[src/tfa_pkg.sv]
package tfa_pkg;

    // Register bus geometry
    localparam int unsigned ADDR_W = 4;
    localparam int unsigned DATA_W = 16;

    // Register word addresses
    localparam logic [3:0] ADDR_CTRL    = 4'h0;
    localparam logic [3:0] ADDR_FAR     = 4'h1;
    localparam logic [3:0] ADDR_CONN    = 4'h2;
    localparam logic [3:0] ADDR_IRQ_STS = 4'h3;
    localparam logic [3:0] ADDR_IRQ_MSK = 4'h4;
    localparam logic [3:0] ADDR_OFS_LO  = 4'h8;

    // Control register fields
    localparam int unsigned CTRL_GCI_BIT   = 0;
    localparam int unsigned CTRL_START_BIT = 4;

    // Interrupt status fields
    localparam int unsigned IRQ_W          = 2;
    localparam int unsigned IRQ_DONE_BIT   = 0;
    localparam int unsigned IRQ_FRAME_BIT  = 1;

    // Stream and offset geometry
    localparam int unsigned N_STREAMS   = 32;
    localparam int unsigned N_OFS_REGS  = 8;
    localparam int unsigned NIB_W       = 4;
    localparam int unsigned STR_PER_REG = 4;
    localparam int unsigned DELAY_W     = 12;

    // Reset word and counter step and limit constants
    localparam logic [15:0] RST_WORD = 16'h0000;
    localparam logic [11:0] CNT_ONE  = 12'h001;
    localparam logic [3:0]  HC_ONE   = 4'h1;
    localparam logic [3:0]  HC_LAST  = 4'hF;

    // Connection memory word layout
    typedef struct packed {
        logic [1:0] switch_mode_sel;
        logic [4:0] source_stream_num;
        logic [8:0] source_channel_num;
    } tfa_conn_word_type;

    // Frame alignment status layout
    typedef struct packed {
        logic [1:0]  unused;
        logic        eval_complete_flag;
        logic        edge_phase_bit;
        logic [11:0] measured_delay;
    } tfa_far_type;

    // Switching modes
    typedef enum logic [1:0] {
        TFA_MODE_VARIABLE  = 2'h0,
        TFA_MODE_CONSTANT  = 2'h1,
        TFA_MODE_PROCESSOR = 2'h2,
        TFA_MODE_RESERVED  = 2'h3
    } tfa_mode_type;

    // Evaluation states, Gray along idle-armed-done
    typedef enum logic [1:0] {
        TFA_ST_IDLE  = 2'b00,
        TFA_ST_ARMED = 2'b01,
        TFA_ST_DONE  = 2'b11
    } tfa_state_type;

endpackage : tfa_pkg

[src/tfa_frame_align.sv]
`timescale 1ns/1ps
module tfa_frame_align (
    input  wire logic                        clk_i,
    input  wire logic                        srst_i,
    input  wire logic [tfa_pkg::ADDR_W-1:0]  addr_i,
    input  wire logic [tfa_pkg::DATA_W-1:0]  wdata_i,
    input  wire logic                        wr_i,
    input  wire logic                        rd_i,
    output logic      [tfa_pkg::DATA_W-1:0]  rdata_o,
    output logic                             irq_o,
    input  wire logic                        main_clock_in_i,
    input  wire logic                        frame_pulse_in_i,
    output logic      [tfa_pkg::N_STREAMS-1:0] stream_frame_start_o,
    output logic      [1:0]                  switch_mode_sel_o,
    output logic      [4:0]                  source_stream_num_o,
    output logic      [8:0]                  source_channel_num_o
);

    // Pick the offset nibble of one stream from the offset bank
    function automatic logic [3:0] stream_nibble(input logic [15:0] word, input int unsigned sidx);
        logic [1:0] lane;
        lane = sidx[1:0];
        stream_nibble = word[lane*tfa_pkg::NIB_W +: tfa_pkg::NIB_W];
    endfunction : stream_nibble

    // Detect an edge of chosen direction between two samples
    function automatic logic edge_of(input logic now_v, input logic old_v, input logic rising);
        edge_of = rising ? (now_v & ~old_v) : (~now_v & old_v);
    endfunction : edge_of

    // Registers
    logic [15:0]                 ctrl_q;
    tfa_pkg::tfa_far_type        far_q;
    tfa_pkg::tfa_conn_word_type  conn_q;
    logic [tfa_pkg::IRQ_W-1:0]   irq_sts_q;
    logic [tfa_pkg::IRQ_W-1:0]   irq_msk_q;
    logic [15:0]                 ofs_q [0:tfa_pkg::N_OFS_REGS-1];
    logic [15:0]                 rdata_q;
    logic                        irq_q;
    logic                        start_prev_q;
    tfa_pkg::tfa_state_type      state_q;

    // Pin synchronisers; stage zero is read only by stage one
    logic [1:0]                  mclk_sync_q;
    logic [1:0]                  fp_sync_q;
    logic                        mclk_prev_q;
    logic                        fp_prev_q;

    // Measurement and offset timing
    logic [11:0]                 cyc_cnt_q;
    logic [3:0]                  hc_cnt_q;
    logic                        hc_run_q;
    logic                        hc_new_q;
    logic [tfa_pkg::N_STREAMS-1:0] start_q;

    // Decode of bus strobes
    wire        wr_ctrl   = wr_i && (addr_i == tfa_pkg::ADDR_CTRL);
    wire        wr_conn   = wr_i && (addr_i == tfa_pkg::ADDR_CONN);
    wire        wr_sts    = wr_i && (addr_i == tfa_pkg::ADDR_IRQ_STS);
    wire        wr_msk    = wr_i && (addr_i == tfa_pkg::ADDR_IRQ_MSK);
    wire        ofs_sel   = addr_i[3];
    wire [2:0]  ofs_idx   = addr_i[2:0];

    // Control bits and their edges
    wire        gci_mode  = ctrl_q[tfa_pkg::CTRL_GCI_BIT];
    wire        start_bit = ctrl_q[tfa_pkg::CTRL_START_BIT];
    wire        start_rise = start_bit && !start_prev_q;
    wire        start_fall = !start_bit && start_prev_q;

    // Synchronised pin levels and their edges
    wire        mclk_lvl  = mclk_sync_q[1];
    wire        fp_lvl    = fp_sync_q[1];
    wire        mclk_rise = edge_of(mclk_lvl, mclk_prev_q, 1'b1);
    wire        mclk_any  = mclk_lvl ^ mclk_prev_q;
    // Falling frame edge by default, rising in GCI mode
    wire        fr_edge   = edge_of(fp_lvl, fp_prev_q, gci_mode);
    wire        measure   = (state_q == tfa_pkg::TFA_ST_ARMED) && fr_edge;

    // Interrupt events
    wire [tfa_pkg::IRQ_W-1:0] irq_evt = {fr_edge, measure};

    // Read mux; unmapped words read as zero
    logic [15:0] rd_mux;
    always_comb begin
        rd_mux = tfa_pkg::RST_WORD;
        if (ofs_sel) begin
            rd_mux = ofs_q[ofs_idx];
        end else begin
            case (addr_i)
                tfa_pkg::ADDR_CTRL:    rd_mux = ctrl_q;
                tfa_pkg::ADDR_FAR:     rd_mux = far_q;
                tfa_pkg::ADDR_CONN:    rd_mux = conn_q;
                tfa_pkg::ADDR_IRQ_STS: rd_mux = {14'h0000, irq_sts_q};
                tfa_pkg::ADDR_IRQ_MSK: rd_mux = {14'h0000, irq_msk_q};
                default:               rd_mux = tfa_pkg::RST_WORD;
            endcase
        end
    end

    // Read data stand for exactly one cycle after the strobe
    always_ff @(posedge clk_i) begin
        if (srst_i) begin
            rdata_q <= tfa_pkg::RST_WORD;
        end else begin
            rdata_q <= rd_i ? rd_mux : tfa_pkg::RST_WORD;
        end
    end

    // Control and connection word registers
    always_ff @(posedge clk_i) begin
        if (srst_i) begin
            ctrl_q       <= tfa_pkg::RST_WORD;
            conn_q       <= tfa_pkg::RST_WORD;
            start_prev_q <= 1'b0;
        end else begin
            if (wr_ctrl) begin
                ctrl_q <= wdata_i;
            end
            if (wr_conn) begin
                conn_q <= wdata_i;
            end
            start_prev_q <= start_bit;
        end
    end

    // Offset bank, cleared to no shift at reset
    always_ff @(posedge clk_i) begin
        if (srst_i) begin
            for (int i = 0; i < tfa_pkg::N_OFS_REGS; i++) begin
                ofs_q[i] <= tfa_pkg::RST_WORD;
            end
        end else if (wr_i && ofs_sel) begin
            ofs_q[ofs_idx] <= wdata_i;
        end
    end

    // Sticky interrupt status; a new event beats a same-cycle clear
    always_ff @(posedge clk_i) begin
        if (srst_i) begin
            irq_sts_q <= '0;
            irq_msk_q <= '0;
            irq_q     <= 1'b0;
        end else begin
            irq_sts_q <= (irq_sts_q & ~(wr_sts ? wdata_i[tfa_pkg::IRQ_W-1:0] : '0)) | irq_evt;
            if (wr_msk) begin
                irq_msk_q <= wdata_i[tfa_pkg::IRQ_W-1:0];
            end
            irq_q <= |(irq_sts_q & irq_msk_q);
        end
    end

    // Pin synchronisers and edge history
    always_ff @(posedge clk_i) begin
        if (srst_i) begin
            mclk_sync_q <= 2'h0;
            fp_sync_q   <= 2'h0;
            mclk_prev_q <= 1'b0;
            fp_prev_q   <= 1'b0;
        end else begin
            mclk_sync_q <= {mclk_sync_q[0], main_clock_in_i};
            fp_sync_q   <= {fp_sync_q[0], frame_pulse_in_i};
            mclk_prev_q <= mclk_lvl;
            fp_prev_q   <= fp_lvl;
        end
    end

    // Free-running main clock cycle count; the measured delay is read from it
    always_ff @(posedge clk_i) begin
        if (srst_i) begin
            cyc_cnt_q <= '0;
        end else if (mclk_rise) begin
            cyc_cnt_q <= cyc_cnt_q + tfa_pkg::CNT_ONE;
        end
    end

    // Evaluation sequencer
    always_ff @(posedge clk_i) begin
        if (srst_i) begin
            state_q <= tfa_pkg::TFA_ST_IDLE;
        end else begin
            case (state_q)
                tfa_pkg::TFA_ST_IDLE:  if (start_rise) state_q <= tfa_pkg::TFA_ST_ARMED;
                tfa_pkg::TFA_ST_ARMED: if (start_fall) state_q <= tfa_pkg::TFA_ST_IDLE;
                                       else if (measure) state_q <= tfa_pkg::TFA_ST_DONE;
                tfa_pkg::TFA_ST_DONE:  if (start_fall) state_q <= tfa_pkg::TFA_ST_IDLE;
                default:               state_q <= tfa_pkg::TFA_ST_IDLE;
            endcase
        end
    end

    // Alignment status; the top bits are only ever loaded with zero
    always_ff @(posedge clk_i) begin
        if (srst_i) begin
            far_q <= tfa_pkg::RST_WORD;
        end else if (start_fall) begin
            far_q <= tfa_pkg::RST_WORD;
        end else if (measure) begin
            far_q.eval_complete_flag <= 1'b1;
            far_q.edge_phase_bit     <= mclk_lvl;
            far_q.measured_delay     <= cyc_cnt_q;
        end
    end

    // Half-period counter after each frame edge; it stops at its top count
    always_ff @(posedge clk_i) begin
        if (srst_i) begin
            hc_cnt_q <= '0;
            hc_run_q <= 1'b0;
            hc_new_q <= 1'b0;
        end else if (fr_edge) begin
            hc_cnt_q <= '0;
            hc_run_q <= 1'b1;
            hc_new_q <= 1'b1;
        end else if (hc_run_q && mclk_any) begin
            hc_cnt_q <= hc_cnt_q + tfa_pkg::HC_ONE;
            hc_run_q <= (hc_cnt_q != (tfa_pkg::HC_LAST - tfa_pkg::HC_ONE));
            hc_new_q <= 1'b1;
        end else begin
            hc_new_q <= 1'b0;
        end
    end

    // Per-stream bit-0 strobe when the half-period count meets its nibble
    for (genvar s = 0; s < tfa_pkg::N_STREAMS; s++) begin : g_stream
        wire [3:0] nib = stream_nibble(ofs_q[s / tfa_pkg::STR_PER_REG], s);
        always_ff @(posedge clk_i) begin
            if (srst_i) begin
                start_q[s] <= 1'b0;
            end else begin
                start_q[s] <= hc_new_q && (hc_cnt_q == nib);
            end
        end
    end

    // Outputs straight from flops
    assign rdata_o              = rdata_q;
    assign irq_o                = irq_q;
    assign stream_frame_start_o = start_q;
    assign switch_mode_sel_o    = conn_q.switch_mode_sel;
    assign source_stream_num_o  = conn_q.source_stream_num;
    assign source_channel_num_o = conn_q.source_channel_num;

    // Checks
    AST_FAR_TOP_ZERO: assert property (@(posedge clk_i) disable iff (srst_i)
        far_q.unused == 2'h0) else $error("status top bits not zero");
    AST_DONE_ON_EDGE: assert property (@(posedge clk_i) disable iff (srst_i)
        (state_q == tfa_pkg::TFA_ST_ARMED && fr_edge && start_bit) |=> far_q.eval_complete_flag)
        else $error("complete flag missed");
    AST_CLEAR_ON_FALL: assert property (@(posedge clk_i) disable iff (srst_i)
        $fell(start_bit) ##1 1'b1 |=> far_q[13:0] == 14'h0000)
        else $error("status not cleared on start fall");
    AST_EDGE_DIR: assert property (@(posedge clk_i) disable iff (srst_i)
        fr_edge |-> (fp_lvl == gci_mode)) else $error("wrong frame edge direction");
    AST_PHASE: assert property (@(posedge clk_i) disable iff (srst_i)
        (measure && !start_fall) |=> far_q.edge_phase_bit == $past(mclk_lvl))
        else $error("phase bit wrong");
    AST_DELAY: assert property (@(posedge clk_i) disable iff (srst_i)
        (measure && !start_fall) |=> far_q.measured_delay == $past(cyc_cnt_q))
        else $error("measured delay wrong");
    AST_NO_REMEASURE: assert property (@(posedge clk_i) disable iff (srst_i)
        (far_q.eval_complete_flag && !start_fall) |=> $stable(far_q.measured_delay))
        else $error("delay changed after completion");
    AST_ZERO_OFFSET: assert property (@(posedge clk_i) disable iff (srst_i)
        (fr_edge && ofs_q[0][3:0] == 4'h0) |=> ##1 start_q[0])
        else $error("stream 0 strobe missing at zero offset");
    AST_MODE_FIELD: assert property (@(posedge clk_i) disable iff (srst_i)
        wr_conn |=> switch_mode_sel_o == $past(wdata_i[15:14]))
        else $error("mode field not taken");
    AST_IRQ_LEVEL: assert property (@(posedge clk_i) disable iff (srst_i)
        ##1 irq_o == $past(|(irq_sts_q & irq_msk_q))) else $error("irq level wrong");

    // Read port: data only in the cycle after the strobe, zero otherwise
    AST_RDATA_IDLE: assert property (@(posedge clk_i) disable iff (srst_i)
        !$past(rd_i) |-> rdata_o == tfa_pkg::RST_WORD)
        else $error("read data not zero outside read cycle");
    AST_RDATA_FAR: assert property (@(posedge clk_i) disable iff (srst_i)
        (rd_i && addr_i == tfa_pkg::ADDR_FAR) |=> rdata_o == $past(far_q))
        else $error("status read data wrong");
    AST_RDATA_CONN: assert property (@(posedge clk_i) disable iff (srst_i)
        (rd_i && addr_i == tfa_pkg::ADDR_CONN) |=> rdata_o == $past(conn_q))
        else $error("connection word read data wrong");
    AST_RDATA_OFS: assert property (@(posedge clk_i) disable iff (srst_i)
        (rd_i && ofs_sel) |=> rdata_o == $past(ofs_q[ofs_idx]))
        else $error("offset read data wrong");

    // Status word is read only; software writes never reach it
    AST_FAR_RO: assert property (@(posedge clk_i) disable iff (srst_i)
        (wr_i && addr_i == tfa_pkg::ADDR_FAR && !measure && !start_fall) |=> $stable(far_q))
        else $error("status changed by a write");

    // Connection word fields land where the switch fabric expects them
    AST_CONN_STREAM: assert property (@(posedge clk_i) disable iff (srst_i)
        wr_conn |=> source_stream_num_o == $past(wdata_i[13:9]))
        else $error("stream field not taken");
    AST_CONN_CHANNEL: assert property (@(posedge clk_i) disable iff (srst_i)
        wr_conn |=> source_channel_num_o == $past(wdata_i[8:0]))
        else $error("channel field not taken");
    AST_CONN_HOLD: assert property (@(posedge clk_i) disable iff (srst_i)
        !wr_conn |=> $stable(conn_q))
        else $error("connection word changed without a write");

    // Offset bank takes whole words and keeps them otherwise
    AST_OFS_WRITE: assert property (@(posedge clk_i) disable iff (srst_i)
        (wr_i && ofs_sel) |=> ofs_q[$past(ofs_idx)] == $past(wdata_i))
        else $error("offset word not taken");
    AST_OFS_HOLD0: assert property (@(posedge clk_i) disable iff (srst_i)
        !(wr_i && ofs_sel && ofs_idx == 3'h0) |=> $stable(ofs_q[0]))
        else $error("offset word 0 changed without a write");

    // Sequencer: arms only on a rising start bit, stops once complete
    AST_STATE_LEGAL: assert property (@(posedge clk_i) disable iff (srst_i)
        state_q inside {tfa_pkg::TFA_ST_IDLE, tfa_pkg::TFA_ST_ARMED, tfa_pkg::TFA_ST_DONE})
        else $error("illegal evaluation state");
    AST_IDLE_STAYS: assert property (@(posedge clk_i) disable iff (srst_i)
        (state_q == tfa_pkg::TFA_ST_IDLE && !start_rise) |=> state_q == tfa_pkg::TFA_ST_IDLE)
        else $error("left idle without a start");
    AST_ARM_ON_RISE: assert property (@(posedge clk_i) disable iff (srst_i)
        (state_q == tfa_pkg::TFA_ST_IDLE && start_rise) |=> state_q == tfa_pkg::TFA_ST_ARMED)
        else $error("start rise did not arm");
    AST_DONE_STATE: assert property (@(posedge clk_i) disable iff (srst_i)
        (measure && !start_fall) |=> state_q == tfa_pkg::TFA_ST_DONE)
        else $error("measurement did not complete");
    AST_DONE_FLAG_HOLD: assert property (@(posedge clk_i) disable iff (srst_i)
        (state_q == tfa_pkg::TFA_ST_DONE && !start_fall) |=> far_q.eval_complete_flag)
        else $error("complete flag dropped while done");
    AST_IDLE_FLAG_CLEAR: assert property (@(posedge clk_i) disable iff (srst_i)
        state_q == tfa_pkg::TFA_ST_IDLE |-> !far_q.eval_complete_flag)
        else $error("complete flag set while idle");

    // Delay reference counter moves once per main clock rise
    AST_CNT_STEP: assert property (@(posedge clk_i) disable iff (srst_i)
        mclk_rise |=> cyc_cnt_q == $past(cyc_cnt_q) + tfa_pkg::CNT_ONE)
        else $error("cycle count did not step");
    AST_CNT_HOLD: assert property (@(posedge clk_i) disable iff (srst_i)
        !mclk_rise |=> $stable(cyc_cnt_q))
        else $error("cycle count moved without a rise");

    // Half-period counter restarts on a frame edge and parks at its top
    AST_HC_RESTART: assert property (@(posedge clk_i) disable iff (srst_i)
        fr_edge |=> (hc_cnt_q == 4'h0) && hc_run_q)
        else $error("half count not restarted");
    AST_HC_TOP: assert property (@(posedge clk_i) disable iff (srst_i)
        hc_cnt_q == tfa_pkg::HC_LAST |-> !hc_run_q)
        else $error("half count ran past its top");
    AST_HC_STEP: assert property (@(posedge clk_i) disable iff (srst_i)
        (hc_run_q && mclk_any && !fr_edge) |=> hc_cnt_q == $past(hc_cnt_q) + tfa_pkg::HC_ONE)
        else $error("half count did not step");

    // Sticky status: set wins, a written one clears, mask taken whole
    AST_IRQ_SET: assert property (@(posedge clk_i) disable iff (srst_i)
        irq_evt[tfa_pkg::IRQ_DONE_BIT] |=> irq_sts_q[tfa_pkg::IRQ_DONE_BIT])
        else $error("done status not set");
    AST_IRQ_CLEAR: assert property (@(posedge clk_i) disable iff (srst_i)
        (wr_sts && wdata_i[0] && !irq_evt[0]) |=> !irq_sts_q[0])
        else $error("done status not cleared");
    AST_MSK_WRITE: assert property (@(posedge clk_i) disable iff (srst_i)
        wr_msk |=> irq_msk_q == $past(wdata_i[1:0]))
        else $error("mask not taken");

endmodule : tfa_frame_align

[config.mk]
export PLATFORM = sky130hd
export DESIGN_NAME = tfa_frame_align
export DESIGN_NICKNAME = d
export VERILOG_FILES = /design/src/tfa_pkg.sv /design/src/tfa_frame_align.sv
export SDC_FILE = /design/constraint.sdc
export NUM_CORES = 1
export LEC_CHECK = 0
export ABC_AREA = 1
export BUFFER_PORTS_ARGS = -buffer_cell sky130_fd_sc_hd__clkbuf_2
export CAP_MARGIN = 20
export CORE_MARGIN = 2
export CORE_UTILIZATION = 47
export DETAILED_ROUTE_END_ITERATION = 12
export HOLD_SLACK_MARGIN = 0.12
export SETUP_SLACK_MARGIN = 0.2
export SLEW_MARGIN = 5
export SYNTH_ARGS = -nofsm -noshare
export SYNTH_HDL_FRONTEND = slang
export SYNTH_SLANG_ARGS = --single-unit
[constraint.sdc]
create_clock -name clk_i -period 4.1 [get_ports clk_i]
set_input_delay 0.82 -clock clk_i [delete_from_list [all_inputs] [get_ports clk_i]]
set_output_delay 0.82 -clock clk_i [all_outputs]
set_load 0.02 [all_outputs]
==> Implementation_results.wiki, run 1 <==
{| class="wikitable"
! Metric !! Value
|-
| Initial antenna violation count || 3
|-
| DRC Markers || 0
|-
| Library cell with the highest instance count after synthesis || sky130_fd_sc_hd__nand2_1
|-
| Hold buffers post-CTS || 0
|-
| Global placement routability congestion || ~0.93
|-
| Total grt overflow || 0
|-
| IO buf count || 90
|-
| Placeable core area || between 20,000 and 30,000 sq um
|-
| Signal arrival time at the worst endpoint || 2670 ps
|-
| Average wire length per cell after detail routing || 20.2 microns
|-
| Clock slew seen by the registers of the worst setup and hold paths || approximately 60 ps
|-
| Proportion of synthesized flip-flops having asynchronous set or reset || 0
|-
| PD cells || between 400 and 500 nW/um^2
|-
| Clock latency reported for the late side of the worst-skew pair || ~540 ps
|-
| Number of buffers added for setup after CTS || 0
|-
| Cell Count, Final, Fillers Out || ~1,900
|-
| Sequential area share after synthesis || 0.527
|-
| Highest ir drop seen on vdd || between 0.3 and 0.4 mV
|-
| I/O Pins || 91
|-
| Post-DR vias/cell || 5.45
|-
| Synth cell count leaders || sky130_fd_sc_hd__nand2_1 (292), sky130_fd_sc_hd__nor2_1 (228), sky130_fd_sc_hd__inv_1 (211), sky130_fd_sc_hd__edfxtp_1 (128), sky130_fd_sc_hd__dfxtp_1 (126)
|-
| Synth Net Count || roughly 1,500
|-
| Min Clock Period, post-route || approximately 2500 ps
|-
| Fraction of layout cells with a size suffix above 1 || 0.107
|-
| Count of cell types in the netlist || 35
|-
| Initial Util || 0.480
|-
| Deepest clock path buffer count || 3
|-
| Die span in x || 164 microns
|-
| Headroom to the max-slew limit || 0.330
|-
| Switching power summed over all nets || approximately 0.0014 W
|-
| Data required, critical path || between 4000 and 5000 ps
|-
| Clock Sink Count || approximately 250
|-
| Critical-path top delay cell || sky130_fd_sc_hd__nand2_1
|-
| Cell chain of the critical path || clkbuf_2 > nand3_1 > nor2_4 > nand2_2 > nand2_1
|-
| Crit path launch type || primary input
|-
| Detailed Route WL || ~38 mm
|-
| P_int || 0.00416 W
|-
| Setup-failing EPs final || 0
|-
| Number of synthesized flops with an enable pin || 128
|-
| Status || completed
|-
| Number of gates given a new drive strength after cts || 0
|-
| Number of CTS-inserted buffers || 28
|-
| Summed instance area of the synthesized netlist || 12,100 sq um
|-
| Library cell with the largest summed area after synthesis || sky130_fd_sc_hd__edfxtp_1
|-
| Number of global-route vias before repair || 9,445
|-
| Slew at the pin with the worst max-slew slack || ~1000 ps
|-
| Drt initial violations || ~1,200
|-
| H-Tree Depth || 1
|-
| Unrepaired setup endpoints after global routing || false
|-
| Logic pwr share || 0.078
|-
| Total track usage || 0.287
|-
| Gate count of the mapped netlist || between 1,000 and 1,500
|-
| Critical path class || primary input to register
|-
| TritonCTS clock tree || built
|-
| Cell family contributing the most delay on the critical path || simple AND/OR/NAND/NOR gates
|-
| Number of cells after detailed placement || about 1,900
|-
| Vias after detailed routing || approximately 10,000
|-
| Total die area || 27,000 sq um
|-
| Final net count || around 1,600
|-
| Critical Path End Type || register
|-
| Register bit total from synthesis || ~250
|-
| Hold crit path type || register to register
|-
| Top fanout value on the critical path || 20
|-
| Proportion of netlist area held by the largest area contributor || 0.318
|-
| Row count || 58
|-
| Maximum single-stage delay on the critical path || 660 ps
|-
| Sequential Power Share || 0.507
|-
| Count of maximum capacitance violations || 0
|-
| Final Cycle Share || 0.610
|-
| Number of routed nets with antenna violations || 0
|-
| Mean Syn Cell Area || 8.09 sq um
|-
| Power share of the clock group || 0.415
|-
| Sw Share || 0.250
|-
| Cell types occupying the most area after synthesis || sky130_fd_sc_hd__edfxtp_1 (32%), sky130_fd_sc_hd__dfxtp_1 (21%), sky130_fd_sc_hd__nand2_1 (9.1%)
|-
| Maximum number of pins on one net before global-route repair || between 60 and 70
|-
| Post-Route Skew || between 10 and 15 ps
|-
| Placed wire-length estimate || 25.5 mm
|-
| First-pass GRT wire length || approximately 57 mm
|-
| Detailed Routing Iterations Pass 1 || 7
|-
| Buffers & Inverters on Critical Path || 1
|-
| Hold violation total from the final report || 0
|-
| Timing-limited maximum frequency || between 0.3 and 0.4 GHz
|-
| Flip-flop cell with the highest count after synthesis || sky130_fd_sc_hd__edfxtp_1
|-
| Yosys warning count || 0
|-
| TNS Setup || 0 ps
|-
| Die H || 164 microns
|-
| Total leakage power || 5.82 nW
|-
| Root buf cell || sky130_fd_sc_hd__clkbuf_16
|-
| Final Slew Violations || 0
|-
| Syn-to-layout area delta || 11.4%
|}
## power groups by stage
stage / clock network (W) / registers, W / logic (W)
4_1_cts: 0.00233 / 0.00282 / 0.000429
3_3_place_gp: 0 / 0.00287 / 0.000423
5_1_grt: 0.00242 / 0.00283 / 0.000473
2_1_floorplan: 0 / 0.00286 / 0.000265
6_report: 0.00231 / 0.00282 / 0.000434
3_5_place_dp: 0 / 0.00287 / 0.000427
## placed cells by master (no fill, tap or decap), types with 17 or more instances in the layout
cell                        count
sky130_fd_sc_hd__a21oi_1       83
sky130_fd_sc_hd__buf_4         17
sky130_fd_sc_hd__clkbuf_16     29
sky130_fd_sc_hd__clkbuf_2      90
sky130_fd_sc_hd__dfxtp_1      125
sky130_fd_sc_hd__edfxtp_1     128
sky130_fd_sc_hd__inv_1        211
sky130_fd_sc_hd__nand2_1      292
sky130_fd_sc_hd__nand3_1       94
sky130_fd_sc_hd__nor2_1       228
sky130_fd_sc_hd__nor3_1        30
sky130_fd_sc_hd__o2111ai_1     25
sky130_fd_sc_hd__o21ai_0       71
sky130_fd_sc_hd__o22ai_1       39
sky130_fd_sc_hd__xnor2_1       31
## stage by stage
stage | total power, W | hold slack [ps] | util | setup slack [ps] | cell area, sq um
2_1_floorplan | 0.00313 | 388 | - | 1750 | 12100
3_3_place_gp | 0.00329 | 401 | 0.502 | 1160 | 12600
3_5_place_dp | 0.00330 | 408 | 0.502 | 1020 | 12600
4_1_cts | 0.00557 | 424 | 0.535 | 1590 | 13500
5_1_grt | 0.00572 | 434 | 0.535 | 1350 | 13500
6_report | 0.00556 | 416 | 0.535 | 1600 | 13500
## sequential cells by signal (all words and copies together), names as in the netlist
name / count
switch_mode_sel_o: 2
hc_run_q: 1
start_prev_q: 1
mclk_prev_q: 1
hc_new_q: 1
hc_cnt_q: 4
cyc_cnt_q: 12
irq_msk_q: 2
rdata_o: 16
irq_o: 1
state_q: 2
source_stream_num_o: 5
ctrl_q: 16
far_q: 14
irq_sts_q: 2
ofs_q: 128
fp_sync_q: 2
source_channel_num_o: 9
mclk_sync_q: 2
fp_prev_q: 1
stream_frame_start_o: 32
## tightest hold or removal path, stage by stage, from the launching register on
cell	delay, ps
sky130_fd_sc_hd__dfxtp_1	290
sky130_fd_sc_hd__inv_1	40
sky130_fd_sc_hd__nor2_1	40
## kinds of logic (layout without fill, tap and decap cells)
group	Yosys count	count (layout)	synth area share
XOR/XNOR	35	35	0.0254
flip-flops	254	254	0.527
AO/OA/AOI/OAI	227	227	0.108
adder cells (fa/ha/maj)	4	4	0.00414
AND/OR/NAND/NOR	676	676	0.232
buffers and inverters	298	377	0.104
other	0	1	0
## final timing paths
| path | start | end | slack (ps) | cells after the start |
|---|---|---|---|---|
| setup reg to reg | hc_cnt_q[1] | stream_frame_start_o[16] | 1790 | 6 |
| setup / recovery | addr_i[3] | ofs_q[3][13] | 1600 | 5 |
| hold / removal | fp_sync_q[0] | fp_sync_q[1] | 420 | 2 |
| hold reg to reg | fp_sync_q[0] | fp_sync_q[1] | 420 | 2 |
## area by class of cell
cell class / instances / area, sq um
fillers: 2416 / 11700
flip-flops and latches: 254 / 6370
multi-input cells: 942 / 4460
inverters: 218 / 818
clock buffers: 39 / 763
repair buffers: 107 / 578
well taps: 330 / 413
clock inverters: 13 / 62.6
diodes: 1 / 2.50
## metal layers
| metal | vias up | routed length (microns) | GRT usage |
|---|---|---|---|
| met3 | 83 | 3430 | 0.0561 |
| met1 | 4847 | 17000 | 0.416 |
| met4 | 4 | 1340 | 0.105 |
| met5 | - | 27 | 0 |
| met2 | 476 | 16700 | 0.425 |
| li1 | 4958 | - | - |
(Power assumes the default switching activity.)
==> run 2, diff against run 1 <==
--- a/config.mk
+++ b/config.mk
@@ -12,6 +12,7 @@
 export CORE_UTILIZATION = 47
 export DETAILED_ROUTE_END_ITERATION = 12
 export HOLD_SLACK_MARGIN = 0.12
+export PLACE_DENSITY = 0.67
 export SETUP_SLACK_MARGIN = 0.2
 export SLEW_MARGIN = 5
 export SYNTH_ARGS = -nofsm -noshare
==> constraint.sdc (replaced) <==
create_clock -name clk_i -period 2.3 [get_ports clk_i]
set_input_delay 0.46 -clock clk_i [delete_from_list [all_inputs] [get_ports clk_i]]
set_output_delay 0.46 -clock clk_i [all_outputs]
set_load 0.02 [all_outputs]
==> run 2 against run 1 <==
Non-clock buffer count increased by 36; utilization increased by 2.1 points; die area unchanged; largest power group unchanged; highest routed layer is now met4.
==> Implementation_results.wiki, run 2 (same netlist as run 1, synthesis figures left out) <==
{| class="wikitable"
! Metric !! Value
|-
| GR met1 Demand/Resource || 0.365 (-0.0519)
|-
| Final setup slack of the worst path || 599 ps (-1000 ps)
|-
| Highest ir drop seen on vdd || 0.590 mV (+88%)
|-
| Place WS || 213 ps (-808 ps)
|-
| Post-route worst hold slack || 203 ps (-213 ps)
|-
| Min Clock Period, post-route || roughly 1700 ps
|-
| Hold Path Origin || wdata_i[8]
|-
| Count of maximum capacitance violations || 0 (unchanged)
|-
| Most flops, register || ofs_q
|-
| Average wire length per cell after detail routing || 19.4 microns (-3.8%)
|-
| Antenna diode count || 0 (-1)
|-
| Number of routed nets with antenna violations || 0 (unchanged)
|-
| Initial Util || 0.480 (unchanged)
|-
| Post-Route Skew || 14.4 ps (+4.27 ps)
|-
| Global routing met2 resource utilization || 0.470 (+0.0451)
|-
| Detailed Route WL || 37.7 mm (-2.0%)
|-
| Hold crit path type || primary input to register
|-
| Status || completed
|-
| IO buf count || 90 (unchanged)
|-
| H-Tree Depth || 1 (unchanged)
|-
| Syn-to-layout area delta || 15.7%
|-
| Signal arrival time at the worst endpoint || 2170 ps (-500 ps)
|-
| Total die area || 27,000 sq um (unchanged)
|-
| Timing-limited maximum frequency || 0.588 GHz
|-
| Unrepaired setup endpoints after global routing || false
|-
| Slack of the worst reg-to-reg path || 600 ps (-1190 ps)
|-
| Launching instance or port of the critical path || ctrl_q[4]
|-
| Vias after detailed routing || 10,700 (+2.9%)
|-
| Critical path class || register to register
|-
| Deepest clock path buffer count || 3 (unchanged)
|-
| Die H || 164 microns (unchanged)
|-
| Post-DR vias/cell || 5.50 (+0.98%)
|-
| Number of global-route vias before repair || 10,100 (+6.4%)
|-
| Root buf cell || sky130_fd_sc_hd__clkbuf_16
|-
| Power consumption || 0.0105 W (+88%)
|-
| Fraction of layout cells with a size suffix above 1 || 0.129 (+0.0223)
|-
| Most utilized layer in the global route result || met2
|-
| Top fanout value on the critical path || 12 (-40%)
|-
| Critical Path End Type || register
|-
| Worst r2r dst || state_q[1]
|-
| Hold violation total from the final report || 0 (unchanged)
|-
| Placed wire-length estimate || 25.1 mm (-1.7%)
|-
| Global placement routability congestion || 0.918 (-1.8%)
|-
| Placeable core area || 25,200 sq um (unchanged)
|-
| Row count || 58 (unchanged)
|-
| Met3 track demand over resource in global routing || 0.0364 (-0.0197)
|-
| Clock slew seen by the registers of the worst setup and hold paths || 60 ps (about the same)
|-
| Total track usage || 0.282 (-0.00522)
|-
| DRC Markers || 0 (unchanged)
|-
| TNS Setup || 0 ps (unchanged)
|-
| Final net count || 1,618 (+2.3%)
|-
| Final Cycle Share || 0.740
|-
| Clock Sink Count || 254 (unchanged)
|-
| Crit Reg-Reg Startpoint || ctrl_q[4]
|-
| Number of CTS-inserted buffers || 29 (+3.6%)
|-
| PD cells || 748 nW/um^2 (+81%)
|-
| Die span in x || 164 microns (unchanged)
|-
| Crit path launch type || register
|-
| Drt initial violations || 1,164 (unchanged)
|-
| Largest register FFs || 128 (unchanged)
|-
| First-pass GRT wire length || 56.4 mm (-1.2%)
|-
| I/O Pins || 91 (unchanged)
|-
| Total leakage power || 6.10 nW (+4.8%)
|-
| Final Slew Violations || 0 (unchanged)
|-
| Instance count along the most critical hold path || 3 (+1)
|-
| Clock latency reported for the late side of the worst-skew pair || 550 ps (about the same)
|-
| Maximum number of pins on one net before global-route repair || 49 (-23%)
|-
| Final cell utilization of the core || 0.555 (+0.0206)
|-
| TritonCTS clock tree || built
|-
| Endpoint with the worst hold slack || ctrl_q[8]
|-
| Data required, critical path || 2770 ps (-1500 ps)
|-
| Total grt overflow || 0 (unchanged)
|-
| Setup-failing EPs final || 0 (unchanged)
|-
| Most frequent cells in the layout || sky130_fd_sc_hd__nand2_1 (292), sky130_fd_sc_hd__nor2_1 (228), sky130_fd_sc_hd__inv_1 (211), sky130_fd_sc_hd__edfxtp_1 (128), sky130_fd_sc_hd__dfxtp_1 (125)
|-
| Most common library cell in the layout ignoring fill and taps || sky130_fd_sc_hd__nand2_1
|-
| Number of gates given a new drive strength after cts || 0 (unchanged)
|-
| Detailed Routing Iterations Pass 1 || 5 (-2)
|-
| Worst reg2reg path depth || 4 (-2)
|-
| Initial antenna violation count || 0 (-3)
|-
| Headroom to the max-slew limit || 0.333 (+0.00326)
|-
| Slew at the pin with the worst max-slew slack || 997 ps (-8.57 ps)
|}
run 2: worst max path at each step:
| stage | cells after the start | slack (ps) | endpoint |
|---|---|---|---|
| finish | 4 | 600 | state_q[1] |
| global route | 9 | 440 | cyc_cnt_q[11] |
| CTS | 4 | 630 | state_q[1] |
| detailed placement | 7 | 210 | rdata_o[6] |
| global placement | 8 | 230 | rdata_o[7] |
| floorplan | 6 | 310 | ofs_q[2][0] |
run 2: metal layers:
| metal | part of all wire | vias up |
|---|---|---|
| li1 | - | 5034 |
| met3 | 0.083 | 119 |
| met4 | 0.046 | 0 |
| met5 | 0 | - |
| met2 | 0.47 | 523 |
| met1 | 0.40 | 4997 |
run 2: worst max-delay path: stages, from the launching register on:
cell,delay (ps)
sky130_fd_sc_hd__dfxtp_1,370
sky130_fd_sc_hd__nor2_1,80
sky130_fd_sc_hd__nor2_1,750
sky130_fd_sc_hd__inv_1,220
sky130_fd_sc_hd__a211oi_1,210
run 2: where the power goes:
| part | internal (W) | switching [W] | total, W |
|---|---|---|---|
| registers | 0.00492 | 0.0000994 | 0.00502 |
| clock network | 0.00278 | 0.00184 | 0.00463 |
| logic | 0.000234 | 0.000581 | 0.000815 |
| total | 0.00794 | 0.00252 | 0.0105 |
run 2: metrics by stage:
| step | instances | area [sq um] |
|---|---|---|
| global route | 1941 | 14000 |
| global placement | 1885 | 13000 |
| CTS | 1941 | 14000 |
| floorplan | 1494 | 12100 |
| finish | 1941 | 14000 |
| detailed placement | 1885 | 13000 |
run 2: layout make-up:
type                       instances  area (sq um)
sequential                       254          6370
timing repair buffer             143           953
fill                            2332         11200
multi-input combinational        942          4460
clock buffer                      50           947
clock inverter                     4          23.8
tap                              330           413
inverter                         218           818
run 2: repair_timing:
action	CTS	global route
endpoints found under the hold margin	2	0
buffers inserted	0	0
hold buffers	2	0
==> run 3, diff against run 2 <==
--- a/config.mk
+++ b/config.mk
@@ -5,14 +5,13 @@
 export SDC_FILE = /design/constraint.sdc
 export NUM_CORES = 1
 export LEC_CHECK = 0
-export ABC_AREA = 1
+export ABC_AREA = 0
 export BUFFER_PORTS_ARGS = -buffer_cell sky130_fd_sc_hd__clkbuf_2
 export CAP_MARGIN = 20
 export CORE_MARGIN = 2
 export CORE_UTILIZATION = 47
 export DETAILED_ROUTE_END_ITERATION = 12
 export HOLD_SLACK_MARGIN = 0.12
-export PLACE_DENSITY = 0.67
 export SETUP_SLACK_MARGIN = 0.2
 export SLEW_MARGIN = 5
 export SYNTH_ARGS = -nofsm -noshare
==> constraint.sdc (replaced) <==
create_clock -name clk_i -period 1.8 [get_ports clk_i]
set_input_delay 0.36 -clock clk_i [delete_from_list [all_inputs] [get_ports clk_i]]
set_output_delay 0.36 -clock clk_i [all_outputs]
set_load 0.02 [all_outputs]
==> run 3 against run 2 <==
Sequential share of layout area grew 0.11 points; count of clock-buffer cells in the layout is 10 lower; non-clock buffer count up 21; routed wire length fell by 15%; worst hold slack got worse by 34 ps; sequential power grew 28%; critical endpoint is now cyc_cnt_q[11]; cell area fell by 0.19%; flip-flop and latch count stayed put; maximum frequency up 12%; register-to-register slack got worse by 320 ps; synthesized cell count is 29% lower; critical path type unchanged; largest power group unchanged.
==> Implementation_results.wiki, run 3 <==
{| class="wikitable"
! Metric !! Value
|-
| Die span in x || 163 microns (-1.1%)
|-
| Placeable core area || 24,900 sq um (-1.2%)
|-
| Number of global-route vias before repair || 7,879 (-22%)
|-
| DRC Markers || 0 (unchanged)
|-
| Unrepaired setup endpoints after global routing || false
|-
| Combinational family with the most area after synthesis || simple AND/OR/NAND/NOR gates
|-
| First-pass GRT wire length || 48.5 mm (-14%)
|-
| Total die area || 26,400 sq um (-2.2%)
|-
| Largest register FFs || 128 (unchanged)
|-
| Deepest clock path buffer count || 3 (unchanged)
|-
| Fraction of layout cells with a size suffix above 1 || 0.214 (+0.0849)
|-
| Count of maximum capacitance violations || 0 (unchanged)
|-
| Hold crit path type || primary input to register
|-
| Initial antenna violation count || 3 (+3)
|-
| Clock latency reported for the late side of the worst-skew pair || 530 ps (-20 ps)
|-
| Final setup slack of the worst path || 283 ps (-316 ps)
|-
| Most common library cell in the layout ignoring fill and taps || sky130_fd_sc_hd__and2_1
|-
| Vias after detailed routing || 8,030 (-25%)
|-
| Library cell with the largest summed area after synthesis || sky130_fd_sc_hd__edfxtp_1
|-
| Gate count of the mapped netlist || 1,058 (-29%)
|-
| Cell chain of the critical path || ha_2 > nand3_2 > nor2_2 > and4_1 > mux2_2
|-
| Final Cycle Share || 0.843 (+0.103)
|-
| Hold violation total from the final report || 0 (unchanged)
|-
| Xor-xnor portion of the synthesized cell area || 0.105 (+0.0792)
|-
| Post-DR vias/cell || 5.24 (-4.7%)
|-
| Headroom to the max-slew limit || 0.716 (+0.383)
|-
| Most flops, register || ofs_q
|-
| Register bit total from synthesis || 254 (unchanged)
|-
| Adder-Cell Fraction of Synth Area || 0.00424 (+0.0000957)
|-
| Critical path class || register to register
|-
| Detailed Route WL || 32.0 mm (-15%)
|-
| Row count || 58 (unchanged)
|-
| I/O Pins || 91 (unchanged)
|-
| Final cell utilization of the core || 0.561 (+0.00542)
|-
| Synth cell count leaders || sky130_fd_sc_hd__and2_1 (131), sky130_fd_sc_hd__edfxtp_1 (128), sky130_fd_sc_hd__dfxtp_1 (126), sky130_fd_sc_hd__xnor2_1 (102), sky130_fd_sc_hd__nand2_1 (87)
|-
| IO buf count || 90 (unchanged)
|-
| Clock Sink Count || 254 (unchanged)
|-
| Status || completed
|-
| PD cells || 908 nW/um^2 (+21%)
|-
| Yosys warning count || 0 (unchanged)
|-
| Flip-flop cell with the highest count after synthesis || sky130_fd_sc_hd__edfxtp_1
|-
| Complex-gate fraction of the synthesized area || 0.0474 (-0.0602)
|-
| Slew at the pin with the worst max-slew slack || 426 ps (-571 ps)
|-
| Most frequent cells in the layout || sky130_fd_sc_hd__and2_1 (131), sky130_fd_sc_hd__edfxtp_1 (128), sky130_fd_sc_hd__dfxtp_1 (122), sky130_fd_sc_hd__xnor2_1 (102), sky130_fd_sc_hd__clkbuf_2 (90)
|-
| Drt initial violations || 709 (-39%)
|-
| Summed instance area of the synthesized netlist || 11,800 sq um (-2.3%)
|-
| Die H || 163 microns (-1.1%)
|-
| Min Clock Period, post-route || 1520 ps (-184 ps)
|-
| H-Tree Depth || 1 (unchanged)
|-
| Synth Net Count || 1,088 (-29%)
|-
| TritonCTS clock tree || built
|-
| Signal arrival time at the worst endpoint || 1930 ps (-240 ps)
|-
| Count of cell types in the netlist || 48 (+37%)
|-
| Post-Route Skew || 10.1 ps (-4.36 ps)
|-
| Maximum number of pins on one net before global-route repair || 38 (-22%)
|-
| Average wire length per cell after detail routing || 20.9 microns (+7.5%)
|-
| Number of routed nets with antenna violations || 0 (unchanged)
|-
| Detailed Routing Iterations Pass 1 || 5 (unchanged)
|-
| Setup-failing EPs final || 0 (unchanged)
|-
| Share of synthesized area spent on multiplexers || 0.0862 (+0.0862)
|-
| Root buf cell || sky130_fd_sc_hd__clkbuf_16
|-
| Number of CTS-inserted buffers || 27 (-6.9%)
|-
| Global placement routability congestion || 0.901 (-1.8%)
|-
| Total grt overflow || 0 (unchanged)
|-
| Sequential area share after synthesis || 0.539 (+0.0122)
|-
| Library cell with the highest instance count after synthesis || sky130_fd_sc_hd__and2_1
|-
| Simple-gate share of the synthesized area || 0.185 (-0.0465)
|-
| Maximum single-stage delay on the critical path || 380 ps (-370 ps)
|-
| Data required, critical path || 2210 ps (-560 ps)
|-
| Place WS || -81.5 ps (-294 ps)
|-
| Critical-path top delay cell || sky130_fd_sc_hd__dfxtp_1
|-
| Critical Path End Type || register
|-
| Proportion of netlist area held by the largest area contributor || 0.326 (+0.00735)
|-
| Final net count || 1,213 (-25%)
|-
| Crit path launch type || register
|-
| Highest ir drop seen on vdd || 0.678 mV (+15%)
|-
| Syn-to-layout area delta || 18.2%
|-
| Mean Syn Cell Area || 11.2 sq um (+38%)
|-
| Proportion of synthesized flip-flops having asynchronous set or reset || 0 (unchanged)
|-
| Number of synthesized flops with an enable pin || 128 (unchanged)
|-
| Total leakage power || 5.17 nW (-15%)
|-
| Cell types occupying the most area after synthesis || sky130_fd_sc_hd__edfxtp_1 (33%), sky130_fd_sc_hd__dfxtp_1 (21%), sky130_fd_sc_hd__xnor2_1 (7.6%)
|-
| Final Slew Violations || 0 (unchanged)
|-
| Timing-limited maximum frequency || 0.659 GHz (+12%)
|-
| Initial Util || 0.474 (-0.00536)
|-
| Placed wire-length estimate || 22.4 mm (-11%)
|-
| Clock slew seen by the registers of the worst setup and hold paths || 60 ps (about the same)
|-
| Top fanout value on the critical path || 3 (-9)
|-
| Total track usage || 0.247 (-0.0351)
|}
## run 3: repair_timing
item                                    4_1_cts  5_1_grt
gates resized for setup                       2        3
endpoints found under the setup margin        2        3
hold buffers                                  3        0
buffers inserted                              0        0
endpoints found under the hold margin         4        0
## run 3: area by class of cell
| class | instances | area (sq um) |
|---|---|---|
| Antenna cell | 1 | 2.50 |
| Clock buffer | 40 | 766 |
| Clock inverter | 7 | 57.6 |
| Fill cell | 2132 | 10900 |
| Inverter | 4 | 16.3 |
| Multi-Input combinational cell | 732 | 5080 |
| Sequential cell | 254 | 6370 |
| Tap cell | 330 | 413 |
| Timing Repair Buffer | 164 | 1250 |
## run 3: logic make-up (layout without fill, tap and decap cells)
family	count (synthesis)	count (layout)
fa+ha+maj	4	4
flops	254	254
mux	80	80
xor+xnor	141	141
compound gates	94	94
other cells	0	1
buf+inv	72	215
simple gates	413	413
## run 3: path summary, 6_finish.rpt
check | from | endpoint | slack [ps] | depth (start not counted)
setup / recovery | mclk_sync_q[1] | cyc_cnt_q[11] | 280 | 5
hold / removal | rd_i | rdata_o[0] | 170 | 3
setup reg to reg | mclk_sync_q[1] | cyc_cnt_q[11] | 280 | 5
hold reg to reg | mclk_sync_q[0] | mclk_sync_q[1] | 440 | 1
## run 3: critical path, delay by kind of cell (launching register included)
family / cells / cell delay [ps]
DFF: 1 / 380
muxes: 1 / 330
adders and majority gates: 1 / 230
and+or+nand+nor: 3 / 480
## run 3: through the flow
| step | hold WS, ps | power, W | cells | cell area, sq um | setup TNS (ps) |
|---|---|---|---|---|---|
| finish | 169 | 0.0127 | 1532 | 14000 | 0 |
| global route | 184 | 0.0131 | 1531 | 14000 | 0 |
| CTS | 142 | 0.0128 | 1531 | 13900 | 0 |
| detailed placement | 428 | 0.00755 | 1481 | 13100 | -609 |
| global placement | 419 | 0.00754 | 1481 | 13100 | -107 |
| floorplan | 414 | 0.00712 | 1058 | 11800 | 0 |
## run 3: where the power goes
| group | internal, W | switching [W] |
|---|---|---|
| combinational | 0.000434 | 0.000559 |
| sequential | 0.00628 | 0.000155 |
| clock | 0.00306 | 0.00218 |
## run 3: per-layer routing
metal / track usage / part of all wire / vias up
li1: - / - / 3882
met1: 0.352 / 0.45 / 3888
met2: 0.404 / 0.48 / 218
met3: 0.0278 / 0.046 / 42
met4: 0.0623 / 0.024 / 0
met5: 0 / 0 / -
